`config.mk`:
```
export PLATFORM = sky130hd
export DESIGN_NAME = dcr_top
export DESIGN_NICKNAME = d
export VERILOG_FILES = /design/src/hdl/dcr_pkg.sv /design/src/hdl/dcr_chan_if.sv /design/src/hdl/dcr_top.sv /design/src/hdl/dcr_chan_bits.sv
export SDC_FILE = /design/constraint.sdc
export NUM_CORES = 1
export LEC_CHECK = 0
export BUFFER_PORTS_ARGS = -buffer_cell sky130_fd_sc_hd__clkbuf_2
export CAP_MARGIN = 20
export CORE_MARGIN = 4
export CORE_UTILIZATION = 30
export CTS_CLUSTER_SIZE = 25
export DETAILED_ROUTE_END_ITERATION = 8
export PLACE_DENSITY = 0.56
export REMOVE_ABC_BUFFERS = 1
export SKIP_CTS_REPAIR_TIMING = 1
export SLEW_MARGIN = 20
export SYNTH_ARGS = -nofsm -noshare
export SYNTH_HDL_FRONTEND = slang
export SYNTH_SLANG_ARGS = --single-unit
export TNS_END_PERCENT = 30
```
`constraint.sdc`:
```
create_clock -name clk -period 2.2 [get_ports clk]
set_input_delay 0.44 -clock clk [delete_from_list [all_inputs] [get_ports clk]]
set_output_delay 0.44 -clock clk [all_outputs]
set_load 0.03 [all_outputs]
```
`src/hdl/dcr_pkg.sv`:
```
// constants for the dma channel arm and request control block
package dcr_pkg;
  localparam int         NUM_CH           = 5;
  localparam logic [7:0] ADDR_SHARED_LOW  = 8'hD2;
  localparam logic [7:0] ADDR_SHARED_HIGH = 8'hD3;
  localparam logic [7:0] ADDR_CH0_LOW     = 8'hD4;
  localparam logic [7:0] ADDR_CH0_HIGH    = 8'hD5;
  localparam logic [7:0] ADDR_ARM         = 8'hD6;
  localparam logic [7:0] ADDR_REQ         = 8'hD7;
  localparam int         ABORT_BIT        = 7;
  localparam logic [7:0] CFG_RESET        = 8'h00;
  localparam logic [4:0] CH_RESET         = 5'h00;
  localparam logic [15:0] CFG_STEP        = 16'h0008;
  localparam logic [1:0] MODE_SINGLE      = 2'h0;
  localparam logic [1:0] MODE_BLOCK       = 2'h1;
  localparam logic [1:0] MODE_REP_SINGLE  = 2'h2;
  localparam logic [1:0] MODE_REP_BLOCK   = 2'h3;
endpackage

```
`src/hdl/dcr_chan_if.sv`:
```
// per-channel arm and request state shared between the top and channel logic
`timescale 1ns/1ps
`default_nettype none
interface dcr_chan_if;
  logic [4:0] arm_q;
  logic [4:0] req_q;
  logic [4:0] arm_wr;
  logic [4:0] arm_wdata;
  logic       abort_wr;
  logic [4:0] req_set;
  logic [4:0] grant;
  logic [4:0] done;
  logic [9:0] mode;
  modport ctrl (output arm_wr, arm_wdata, abort_wr, req_set, grant, done,
                mode, input arm_q, req_q);
  modport chan (input arm_wr, arm_wdata, abort_wr, req_set, grant, done,
                mode, output arm_q, req_q);
endinterface
`default_nettype wire

```
`src/hdl/dcr_top.sv`:
```
// sfr front end: arm, abort, start request and config pointers
`timescale 1ns/1ps
`default_nettype none
// What this block does
// writing one to abort disarms every channel armed at that moment
// abort bit is only a write strobe and always reads zero
// a channel may be triggered only while its arm bit is set
// non-repeating completion clears the channel arm bit
// mode field: single, block, repeated single, repeated block
// writing one to a request bit acts as one trigger event
// request bit clears when the channel is granted access
// only clearing the arm bit stops a started channel
// channel 0 config address is high byte and low byte registers
// channels 1 to 4 share one base, high byte register
// shared base low byte is its own register, reset zero
// channels 1 to 4 configs at 8-byte steps from shared base
// unused arm and request bits read zero and ignore writes
module dcr_top (
  input  wire logic        clk,
  input  wire logic        reset_n,
  input  wire logic        clk_en,
  input  wire logic [7:0]  sfr_addr,
  input  wire logic        sfr_wr,
  input  wire logic        sfr_rd,
  input  wire logic [7:0]  sfr_wdata,
  output logic      [7:0]  sfr_rdata,
  output logic             sfr_hit,
  input  wire logic [4:0]  hw_trigger,
  input  wire logic [4:0]  grant,
  input  wire logic [4:0]  done,
  input  wire logic [9:0]  transfer_mode_field,
  output logic      [4:0]  chan_trigger,
  output logic      [4:0]  chan_armed,
  output logic             abort_pulse,
  output logic      [79:0] cfg_addr
);
  dcr_chan_if ch ();

  // register selects, one per mapped address
  logic        sel_shared_low;
  logic        sel_shared_high;
  logic        sel_ch0_low;
  logic        sel_ch0_high;
  logic        sel_arm;
  logic        sel_req;

  // strobes, each already qualified by the clock enable
  logic        wr_en;
  logic        rd_en;
  logic        wr_arm;
  logic        wr_req;
  logic        wr_shared_low;
  logic        wr_shared_high;
  logic        wr_ch0_low;
  logic        wr_ch0_high;

  // configuration pointer bytes and the addresses built from them
  logic [7:0]  ch0_cfg_ptr_low_q;
  logic [7:0]  ch0_cfg_ptr_high_q;
  logic [7:0]  shared_cfg_ptr_low_q;
  logic [7:0]  shared_cfg_ptr_high_q;
  logic [15:0] ch0_base;
  logic [15:0] shared_base;

  // read path and abort strobe
  logic [7:0]  arm_rd_view;
  logic [7:0]  req_rd_view;
  logic [7:0]  rdata_d;
  logic [7:0]  rdata_q;
  logic        abort_d;
  logic        abort_q;
  logic        hit_d;

  // address decode: each mapped register has a select of its own
  assign sel_shared_low  = (sfr_addr == dcr_pkg::ADDR_SHARED_LOW);
  assign sel_shared_high = (sfr_addr == dcr_pkg::ADDR_SHARED_HIGH);
  assign sel_ch0_low     = (sfr_addr == dcr_pkg::ADDR_CH0_LOW);
  assign sel_ch0_high    = (sfr_addr == dcr_pkg::ADDR_CH0_HIGH);
  assign sel_arm         = (sfr_addr == dcr_pkg::ADDR_ARM);
  assign sel_req         = (sfr_addr == dcr_pkg::ADDR_REQ);
  // the six mapped addresses; anything else reads zero, takes no write
  // kept combinational so the core can tell mapped from free addresses
  assign hit_d = sel_shared_low | sel_shared_high | sel_ch0_low |
                 sel_ch0_high | sel_arm | sel_req;

  // one enable qualifies every strobe, so a frozen cycle takes nothing
  assign wr_en          = clk_en && sfr_wr;
  assign rd_en          = clk_en && sfr_rd;
  assign wr_arm         = wr_en && sel_arm;
  assign wr_req         = wr_en && sel_req;
  assign wr_shared_low  = wr_en && sel_shared_low;
  assign wr_shared_high = wr_en && sel_shared_high;
  assign wr_ch0_low     = wr_en && sel_ch0_low;
  assign wr_ch0_high    = wr_en && sel_ch0_high;

  // a one written to bit 7 of the arm register is the abort strobe
  assign abort_d = wr_arm && sfr_wdata[dcr_pkg::ABORT_BIT];

  // only the low five bits reach the channels
  // bits 6:5 of an arm write are dropped here and never stored
  assign ch.arm_wr    = {5{wr_arm}};
  assign ch.arm_wdata = sfr_wdata[4:0];
  assign ch.abort_wr  = abort_d;
  // a written one sets a request; written zeros leave bits alone
  assign ch.req_set   = wr_req ? sfr_wdata[4:0] : dcr_pkg::CH_RESET;
  // grant and done pulses pass straight to the channel bits
  assign ch.grant     = grant;
  assign ch.done      = done;
  // mode per channel, two bits each
  assign ch.mode      = transfer_mode_field;

  // priority in the channel bits: abort, arm write, then auto clear;
  // a request set in its grant cycle survives so no start is lost
  dcr_chan_bits u_bits (
    .clk     (clk),
    .reset_n (reset_n),
    .clk_en  (clk_en),
    .ch      (ch)
  );

  // a trigger or request reaches the engine only while armed
  assign chan_trigger = (hw_trigger | ch.req_q) & ch.arm_q;
  assign chan_armed   = ch.arm_q;

  // four pointer bytes, each a short process of its own;
  // all reset to zero, so an unprogrammed channel 0 or 1 points at address 0
  // channel 0 pointer, low byte
  always_ff @(posedge clk) begin
    if (!reset_n) begin
      ch0_cfg_ptr_low_q <= dcr_pkg::CFG_RESET;
    end else if (wr_ch0_low) begin
      ch0_cfg_ptr_low_q <= sfr_wdata;
    end
  end

  // channel 0 pointer, high byte
  always_ff @(posedge clk) begin
    if (!reset_n) begin
      ch0_cfg_ptr_high_q <= dcr_pkg::CFG_RESET;
    end else if (wr_ch0_high) begin
      ch0_cfg_ptr_high_q <= sfr_wdata;
    end
  end

  // shared pointer, low byte
  always_ff @(posedge clk) begin
    if (!reset_n) begin
      shared_cfg_ptr_low_q <= dcr_pkg::CFG_RESET;
    end else if (wr_shared_low) begin
      shared_cfg_ptr_low_q <= sfr_wdata;
    end
  end

  // shared pointer, high byte
  always_ff @(posedge clk) begin
    if (!reset_n) begin
      shared_cfg_ptr_high_q <= dcr_pkg::CFG_RESET;
    end else if (wr_shared_high) begin
      shared_cfg_ptr_high_q <= sfr_wdata;
    end
  end

  // channel 0 structure address, high byte above low byte
  assign ch0_base       = {ch0_cfg_ptr_high_q, ch0_cfg_ptr_low_q};
  // base shared by channels 1 to 4
  assign shared_base    = {shared_cfg_ptr_high_q, shared_cfg_ptr_low_q};
  // bytes are written one at a time, so a pointer in flux is half old;
  // software should not trigger a channel between the two writes
  assign cfg_addr[15:0] = ch0_base;

  // 8-byte steps in channel order, wrapping at 64k like the pointer
  genvar k;
  generate
    for (k = 1; k < dcr_pkg::NUM_CH; k++) begin : g_cfg
      // channel k sits k-1 steps above the shared base
      assign cfg_addr[16*k +: 16] =
        16'(shared_base + 16'(dcr_pkg::CFG_STEP * 16'(k - 1)));
    end
  endgenerate

  // abort is never stored, so bit 7 of the arm view reads zero
  assign arm_rd_view = {3'h0, ch.arm_q};
  // unused request bits read zero
  // a request stays readable while unarmed, so software can see it pend
  assign req_rd_view = {3'h0, ch.req_q};

  // read select: and-or of one-hot selects, zero when nothing matches;
  // the view is taken before the edge, so a write and a read of one
  // register in the same cycle return the old byte
  assign rdata_d = ({8{sel_shared_low}}  & shared_cfg_ptr_low_q)  |
                   ({8{sel_shared_high}} & shared_cfg_ptr_high_q) |
                   ({8{sel_ch0_low}}     & ch0_cfg_ptr_low_q)     |
                   ({8{sel_ch0_high}}    & ch0_cfg_ptr_high_q)    |
                   ({8{sel_arm}}         & arm_rd_view)           |
                   ({8{sel_req}}         & req_rd_view);

  // registered read data, low between reads so stale bytes never show;
  // a frozen cycle holds the last byte
  always_ff @(posedge clk) begin
    if (!reset_n) begin
      rdata_q <= 8'h00;
    end else if (clk_en) begin
      rdata_q <= rd_en ? rdata_d : 8'h00;
    end
  end

  // one-cycle abort indication for the transfer engine;
  // registered so the engine sees a clean pulse one edge after the write
  always_ff @(posedge clk) begin
    if (!reset_n) begin
      abort_q <= 1'b0;
    end else if (clk_en) begin
      abort_q <= abort_d;
    end
  end

  // outputs
  assign sfr_rdata   = rdata_q;
  assign sfr_hit     = hit_d;
  assign abort_pulse = abort_q;
endmodule
`default_nettype wire

```
`src/hdl/dcr_chan_bits.sv`:
```
// arm and request flip-flops for every channel
`timescale 1ns/1ps
`default_nettype none
module dcr_chan_bits (
  input  wire logic clk,
  input  wire logic reset_n,
  input  wire logic clk_en,
  dcr_chan_if.chan  ch
);
  genvar i;
  generate
    for (i = 0; i < dcr_pkg::NUM_CH; i++) begin : g_ch
      logic rep;
      // repeated encodings keep the channel armed after completion
      assign rep = (ch.mode[2*i +: 2] == dcr_pkg::MODE_REP_SINGLE) ||
                   (ch.mode[2*i +: 2] == dcr_pkg::MODE_REP_BLOCK);
      // arm bit: software write, abort, auto clear
      always_ff @(posedge clk) begin
        if (!reset_n) begin
          ch.arm_q[i] <= 1'b0;
        end else if (clk_en) begin
          // abort stops armed
          if (ch.abort_wr) begin
            ch.arm_q[i] <= 1'b0;
          // zero write stops
          end else if (ch.arm_wr[i]) begin
            ch.arm_q[i] <= ch.arm_wdata[i];
          // non-repeating completion clears
          end else if (ch.done[i] && !rep) begin
            ch.arm_q[i] <= 1'b0;
          end
        end
      end
      // request bit: set wins over the grant clear so no start is lost
      always_ff @(posedge clk) begin
        if (!reset_n) begin
          ch.req_q[i] <= 1'b0;
        end else if (clk_en) begin
          // software start request
          if (ch.req_set[i]) begin
            ch.req_q[i] <= 1'b1;
          // clear on grant
          end else if (ch.grant[i]) begin
            ch.req_q[i] <= 1'b0;
          end
        end
      end
    end
  endgenerate
endmodule
`default_nettype wire

```
======== Word level (Yosys, flattened, before mapping) ========
Cells that the tools add are included.
storage, ports and cells
  register bits ........................... 51
  output and inout port bits .............. 100
  word-level logic and storage cells ...... 124
cells by class
  $add $sub $neg .......................... 3
  equal/unequal tests ..................... 16
  multiplexer cells ....................... 27
  bitwise logic cells ..................... 18
  reductions and logical operators ........ 44
operator list
  operator               count
  $eq 8x8->1 const B     6
  $or 8x8->8             5
  $add 16x5->16 const B  2
  $and 8x8->8            4
  $mux 1                 25
  $eq 2x2->1 const B     10
  $reduce_and 2->1       10
  $add 16x4->16 const B  1
  $and 8x5->8            2
  $reduce_bool 3->1      5
  $logic_and 1x1->1      14
  $reduce_bool 2->1      5
  $mux 8                 1
  $and 5x5->5            1
  $logic_not 1->1        5
  $logic_or 1x1->1       5
  $mux 5                 1
  $or 1x1->1             5
  $or 5x5->5             1

======== Depth between registers and ports, before layout ========
  depth in word-level cells ............... 8
  depth in mapped cells ................... 7
  depth with buffers taken out ............ 6

======== By module ========
From an unflattened synthesis, not the netlist that was laid out.
unflattened totals
  cells, all modules ...................... 361
  area total of the unflattened synthesis .. 3,185.6 um^2
modules (own cells, without submodules)
  module         times used  cells each  area an instance (um^2)  sequential area each (um^2)
  dcr_top        1           308         2,716.4                  820.8
  dcr_chan_bits  1           53          469.2                    200.2

======== Worst setup path after synthesis ========
Ideal clock, no wire load.
  kind .................................... register to output
  from .................................... register shared_cfg_ptr_low_q[3]
  to ...................................... output cfg_addr[79]
  arrival time ............................ 2.270 ns
  setup slack ............................. -0.510 ns
  stages on the path, launching flop included .. 6
  buffers on the path ..................... 0
  cells stage by stage .................... dfxtp_1 > inv_1 > ha_1 > or3b_1 > nor2_1 > xor2_1
between the ends
  word-level cells in the longest chain between the ends .. 1
ends and longest elaborated chain
  item                    line            source
  start, declared         dcr_top.sv:60   logic [7:0] shared_cfg_ptr_low_q;
  start signal, assigned  dcr_top.sv:148  shared_cfg_ptr_low_q <= dcr_pkg::CFG_RESET;
  start signal, assigned  dcr_top.sv:150  shared_cfg_ptr_low_q <= sfr_wdata;
  $add 16x5->16           dcr_top.sv:177  16'(shared_base + 16'(dcr_pkg::CFG_STEP * 16'(k - 1)));
  end, declared           dcr_top.sv:35   output logic [79:0] cfg_addr
No other way between the ends.

======== Final worst setup path ========
  from .................................... register shared_cfg_ptr_high_q[0]
  to ...................................... output cfg_addr[77]
between the ends
  word-level cells in the longest chain between the ends .. 1
ends and longest elaborated chain
  item                    line            source
  start, declared         dcr_top.sv:61   logic [7:0] shared_cfg_ptr_high_q;
  start signal, assigned  dcr_top.sv:157  shared_cfg_ptr_high_q <= dcr_pkg::CFG_RESET;
  start signal, assigned  dcr_top.sv:159  shared_cfg_ptr_high_q <= sfr_wdata;
  $add 16x5->16           dcr_top.sv:177
No other way between the ends.

==> summary.md <==
| Metric | Value |
|---|---|
| Cell with the most instances after synthesis | dfxtp_1 |
| Period utilisation layout | 101% |
| Later-pin clock latency in the skew report | 310 ps |
| Failing checks | setup timing |
| Area delta synth->final | 38.6% |
| Final instance area | 0.00424 mm2 |
| Layout cells sized above 1 | 47.6% |
| First-pass GRT wire length | 14900 um |
| Prevailing post-synth register cell | dfxtp_1 |
| Worst-margin pin slew | 783 ps |
| CP required | 1760 ps |
| Util after Layout | 43.0% |
| Clock transition at path regs | 100 ps |
| Worst slew margin | 47.7% |
| Sequential-to-total area share from yosys stat | 33.4% |
| Routed WL per cell | 15.5 um |
| Min-delay worst type | input port to register |
| Nets | 539 |
| Endpoints failing setup | 2 |
| Cell taking the most area after synthesis | dfxtp_1 |
| Overall Global Routing Usage | 15.9% |
| Post-DP Area | 0.00395 mm2 |
| PnR worst setup slack | -18.7 ps |
| Root Buffer | clkbuf_8 |
| Status | complete, but fails checks |
| GRT Residual Overflow | 0 |
| # placed instances | 611 |
| Post-place setup slack | 92.1 ps |
| WS Path Type | register to output pin |
| Post-synthesis async set-or-reset flop share | 0% |
| Final TNS setup | -27.6 ps |
| Worst clock skew | 8.96 ps |
| Largest net degree at the start of global routing | 34 |
| Fill count | 1021 |
| Crit. End Element | output pin |
| Vias | 3011 |
| First drt pass iteration count | 5 |
| Initial DRC count | 149 |
| Synth top area share | 33.4% |
| Max IR drop VDD | 0.000214 V |
| Core area | 0.00986 mm2 |
| Pwr Total | 1.77 mW |
| Arrival time worst endpoint | 1780 ps |
| Crit Path Max Fanout | 4 |
| Minimum clock period | 2220 ps |
| IO Pins | 146 |
| Post-synth EDFFs | 0 |
| Startpoint Class | register |
| Die Area | 0.0119 mm2 |
| Die height | 109 um |
| Post-Synthesis Cells | 349 |
| Pleak | 1.93 nW |
| Vias in the first global route | 2868 |
| GP Congestion | 0.831 |
| Antenna Nets Post-Route | 0 |
| Routed vias/inst | 4.83 |
| Rows | 36 |
| Max Root-Sink Buffers | 2 |
| Avg Inst Size Synth | 8.76 um2 |
| DP HPWL | 7580 um |
| PD cells | 417 mW/mm2 |
| Initial antenna violation count | 0 |
| Final Max Tran Viols | 0 |
| Final cell count without fillers | 623 |
| Hold Slack | 443 ps |
| Initial Utilization | 31.0% |
| Antenna fix cells | 0 |
| CTS tree | built |
| CTS Buf Count | 5 |
| Clk sink count | 51 |
| Drt total wl | 9680 um |
| Post-synth top cells | dfxtp_1 (51), nand2_1 (40), mux2i_1 (35) |
| Setup repair after global routing missed its margin | true |
| Die X-Extent | 109 um |
| Hold Violations, Final | 0 |
| Max_cap viols | 0 |
| Distinct cells, synth | 40 |
| Ys Warns | 0 |
| H-tree Lvls | 2 |
| Flops & latches, synth | 51 |
| Synth Cell Area | 0.00306 mm2 |
| Fmax achieved | 451 MHz |
| Top cells by area, synth | dfxtp_1 (33%), mux2i_1 (11%), nand2_1 (4.9%) |
| DRC violations left | 0 |
| Port-buffer cells | 140 |
-- layout make-up --
cell class | instances | area, um2 | share of cell area, %
inverters | 4 | 17.5 | 0.413
clock buffers | 6 | 82.6 | 1.95
flip-flops and latches | 51 | 1040 | 24.5
multi-input cells | 252 | 1880 | 44.3
repair buffers | 175 | 1020 | 24.0
clock inverters | 2 | 38.8 | 0.915
well taps | 133 | 166 | 3.93
-- final timing paths --
check	startpoint	to	slack, ps	depth (start not counted)
worst max-delay path	shared_cfg_ptr_high_q[0]	cfg_addr[77]	-20	5
worst min-delay path	grant[1]	u_bits.ch.req_q[1]	440	4
worst max register to register	shared_cfg_ptr_high_q[2]	sfr_rdata[2]	810	5
worst min register to register	ch0_cfg_ptr_low_q[5]	ch0_cfg_ptr_low_q[5]	480	2
-- sequential cells by signal, summed over array words and instances (netlist names) --
name                   cells
abort_pulse                1
ch0_cfg_ptr_high_q         8
ch0_cfg_ptr_low_q          8
sfr_rdata                  8
shared_cfg_ptr_high_q      8
shared_cfg_ptr_low_q       8
u_bits.ch.arm_q            5
u_bits.ch.req_q            5
-- layout by cell type, fill, tap and decap left out, types with 2 or more instances in the layout --
master | synthesis | layout
clkbuf_2 | 0 | 126
dfxtp_1 | 51 | 44
buf_4 | 12 | 42
nand2_1 | 40 | 40
mux2i_1 | 35 | 35
nand3_1 | 27 | 26
xor2_1 | 17 | 17
o21ai_2 | 16 | 16
xnor2_1 | 15 | 14
nor2_1 | 16 | 12
o21ai_0 | 10 | 10
a22oi_1 | 9 | 9
o22ai_1 | 7 | 7
nand4_1 | 6 | 6
nand3b_1 | 6 | 6
nor2b_1 | 7 | 6
clkbuf_8 | 0 | 6
o21a_1 | 5 | 5
nand3_2 | 4 | 5
nand4b_1 | 5 | 5
a22o_1 | 4 | 4
dfxtp_2 | 0 | 4
buf_6 | 2 | 3
dfxtp_4 | 0 | 3
or3b_4 | 0 | 2
nor2_2 | 0 | 2
nand2b_1 | 2 | 2
nor2_4 | 0 | 2
inv_1 | 4 | 2
or4_1 | 2 | 2
nor3_4 | 2 | 2
nor4_2 | 1 | 2
ha_4 | 0 | 2
buf_2 | 8 | 2
-- per-layer routing --
layer  track usage (%)  vias up  part of all wire [%]
li1                  -     1493                     -
met1              20.7     1382                    43
met2              27.1      128                    48
met3              3.08        8                   8.3
met4              3.52        0                  0.90
met5                 0        -                     0
-- report_power, final --
group | total, mW | leakage, nW | internal [mW] | switching [mW]
combinational | 0.144 | 1.45 | 0.0559 | 0.0886
sequential | 0.920 | 0.415 | 0.919 | 0.000469
clock | 0.703 | 0.0618 | 0.375 | 0.328
-- cells by family (layout without fill, tap and decap cells) --
| family | count (synthesis) | in the layout | synth area share [%] |
|---|---|---|---|
| simple gates | 127 | 127 | 22.9 |
| mux | 36 | 36 | 12.2 |
| flops | 51 | 51 | 33.4 |
| fa+ha+maj | 4 | 4 | 1.64 |
| xor+xnor | 32 | 32 | 9.17 |
| compound gates | 53 | 53 | 12.7 |
| buf+inv | 46 | 187 | 7.94 |
-- critical path, stage by stage, from the launching register on --
cell	delay, ps
dfxtp_2	340
and4_4	260
or3b_4	440
nor2_4	100
xor2_1	160
buf_4	180
No activity file was read; power rests on OpenSTA's default activity.
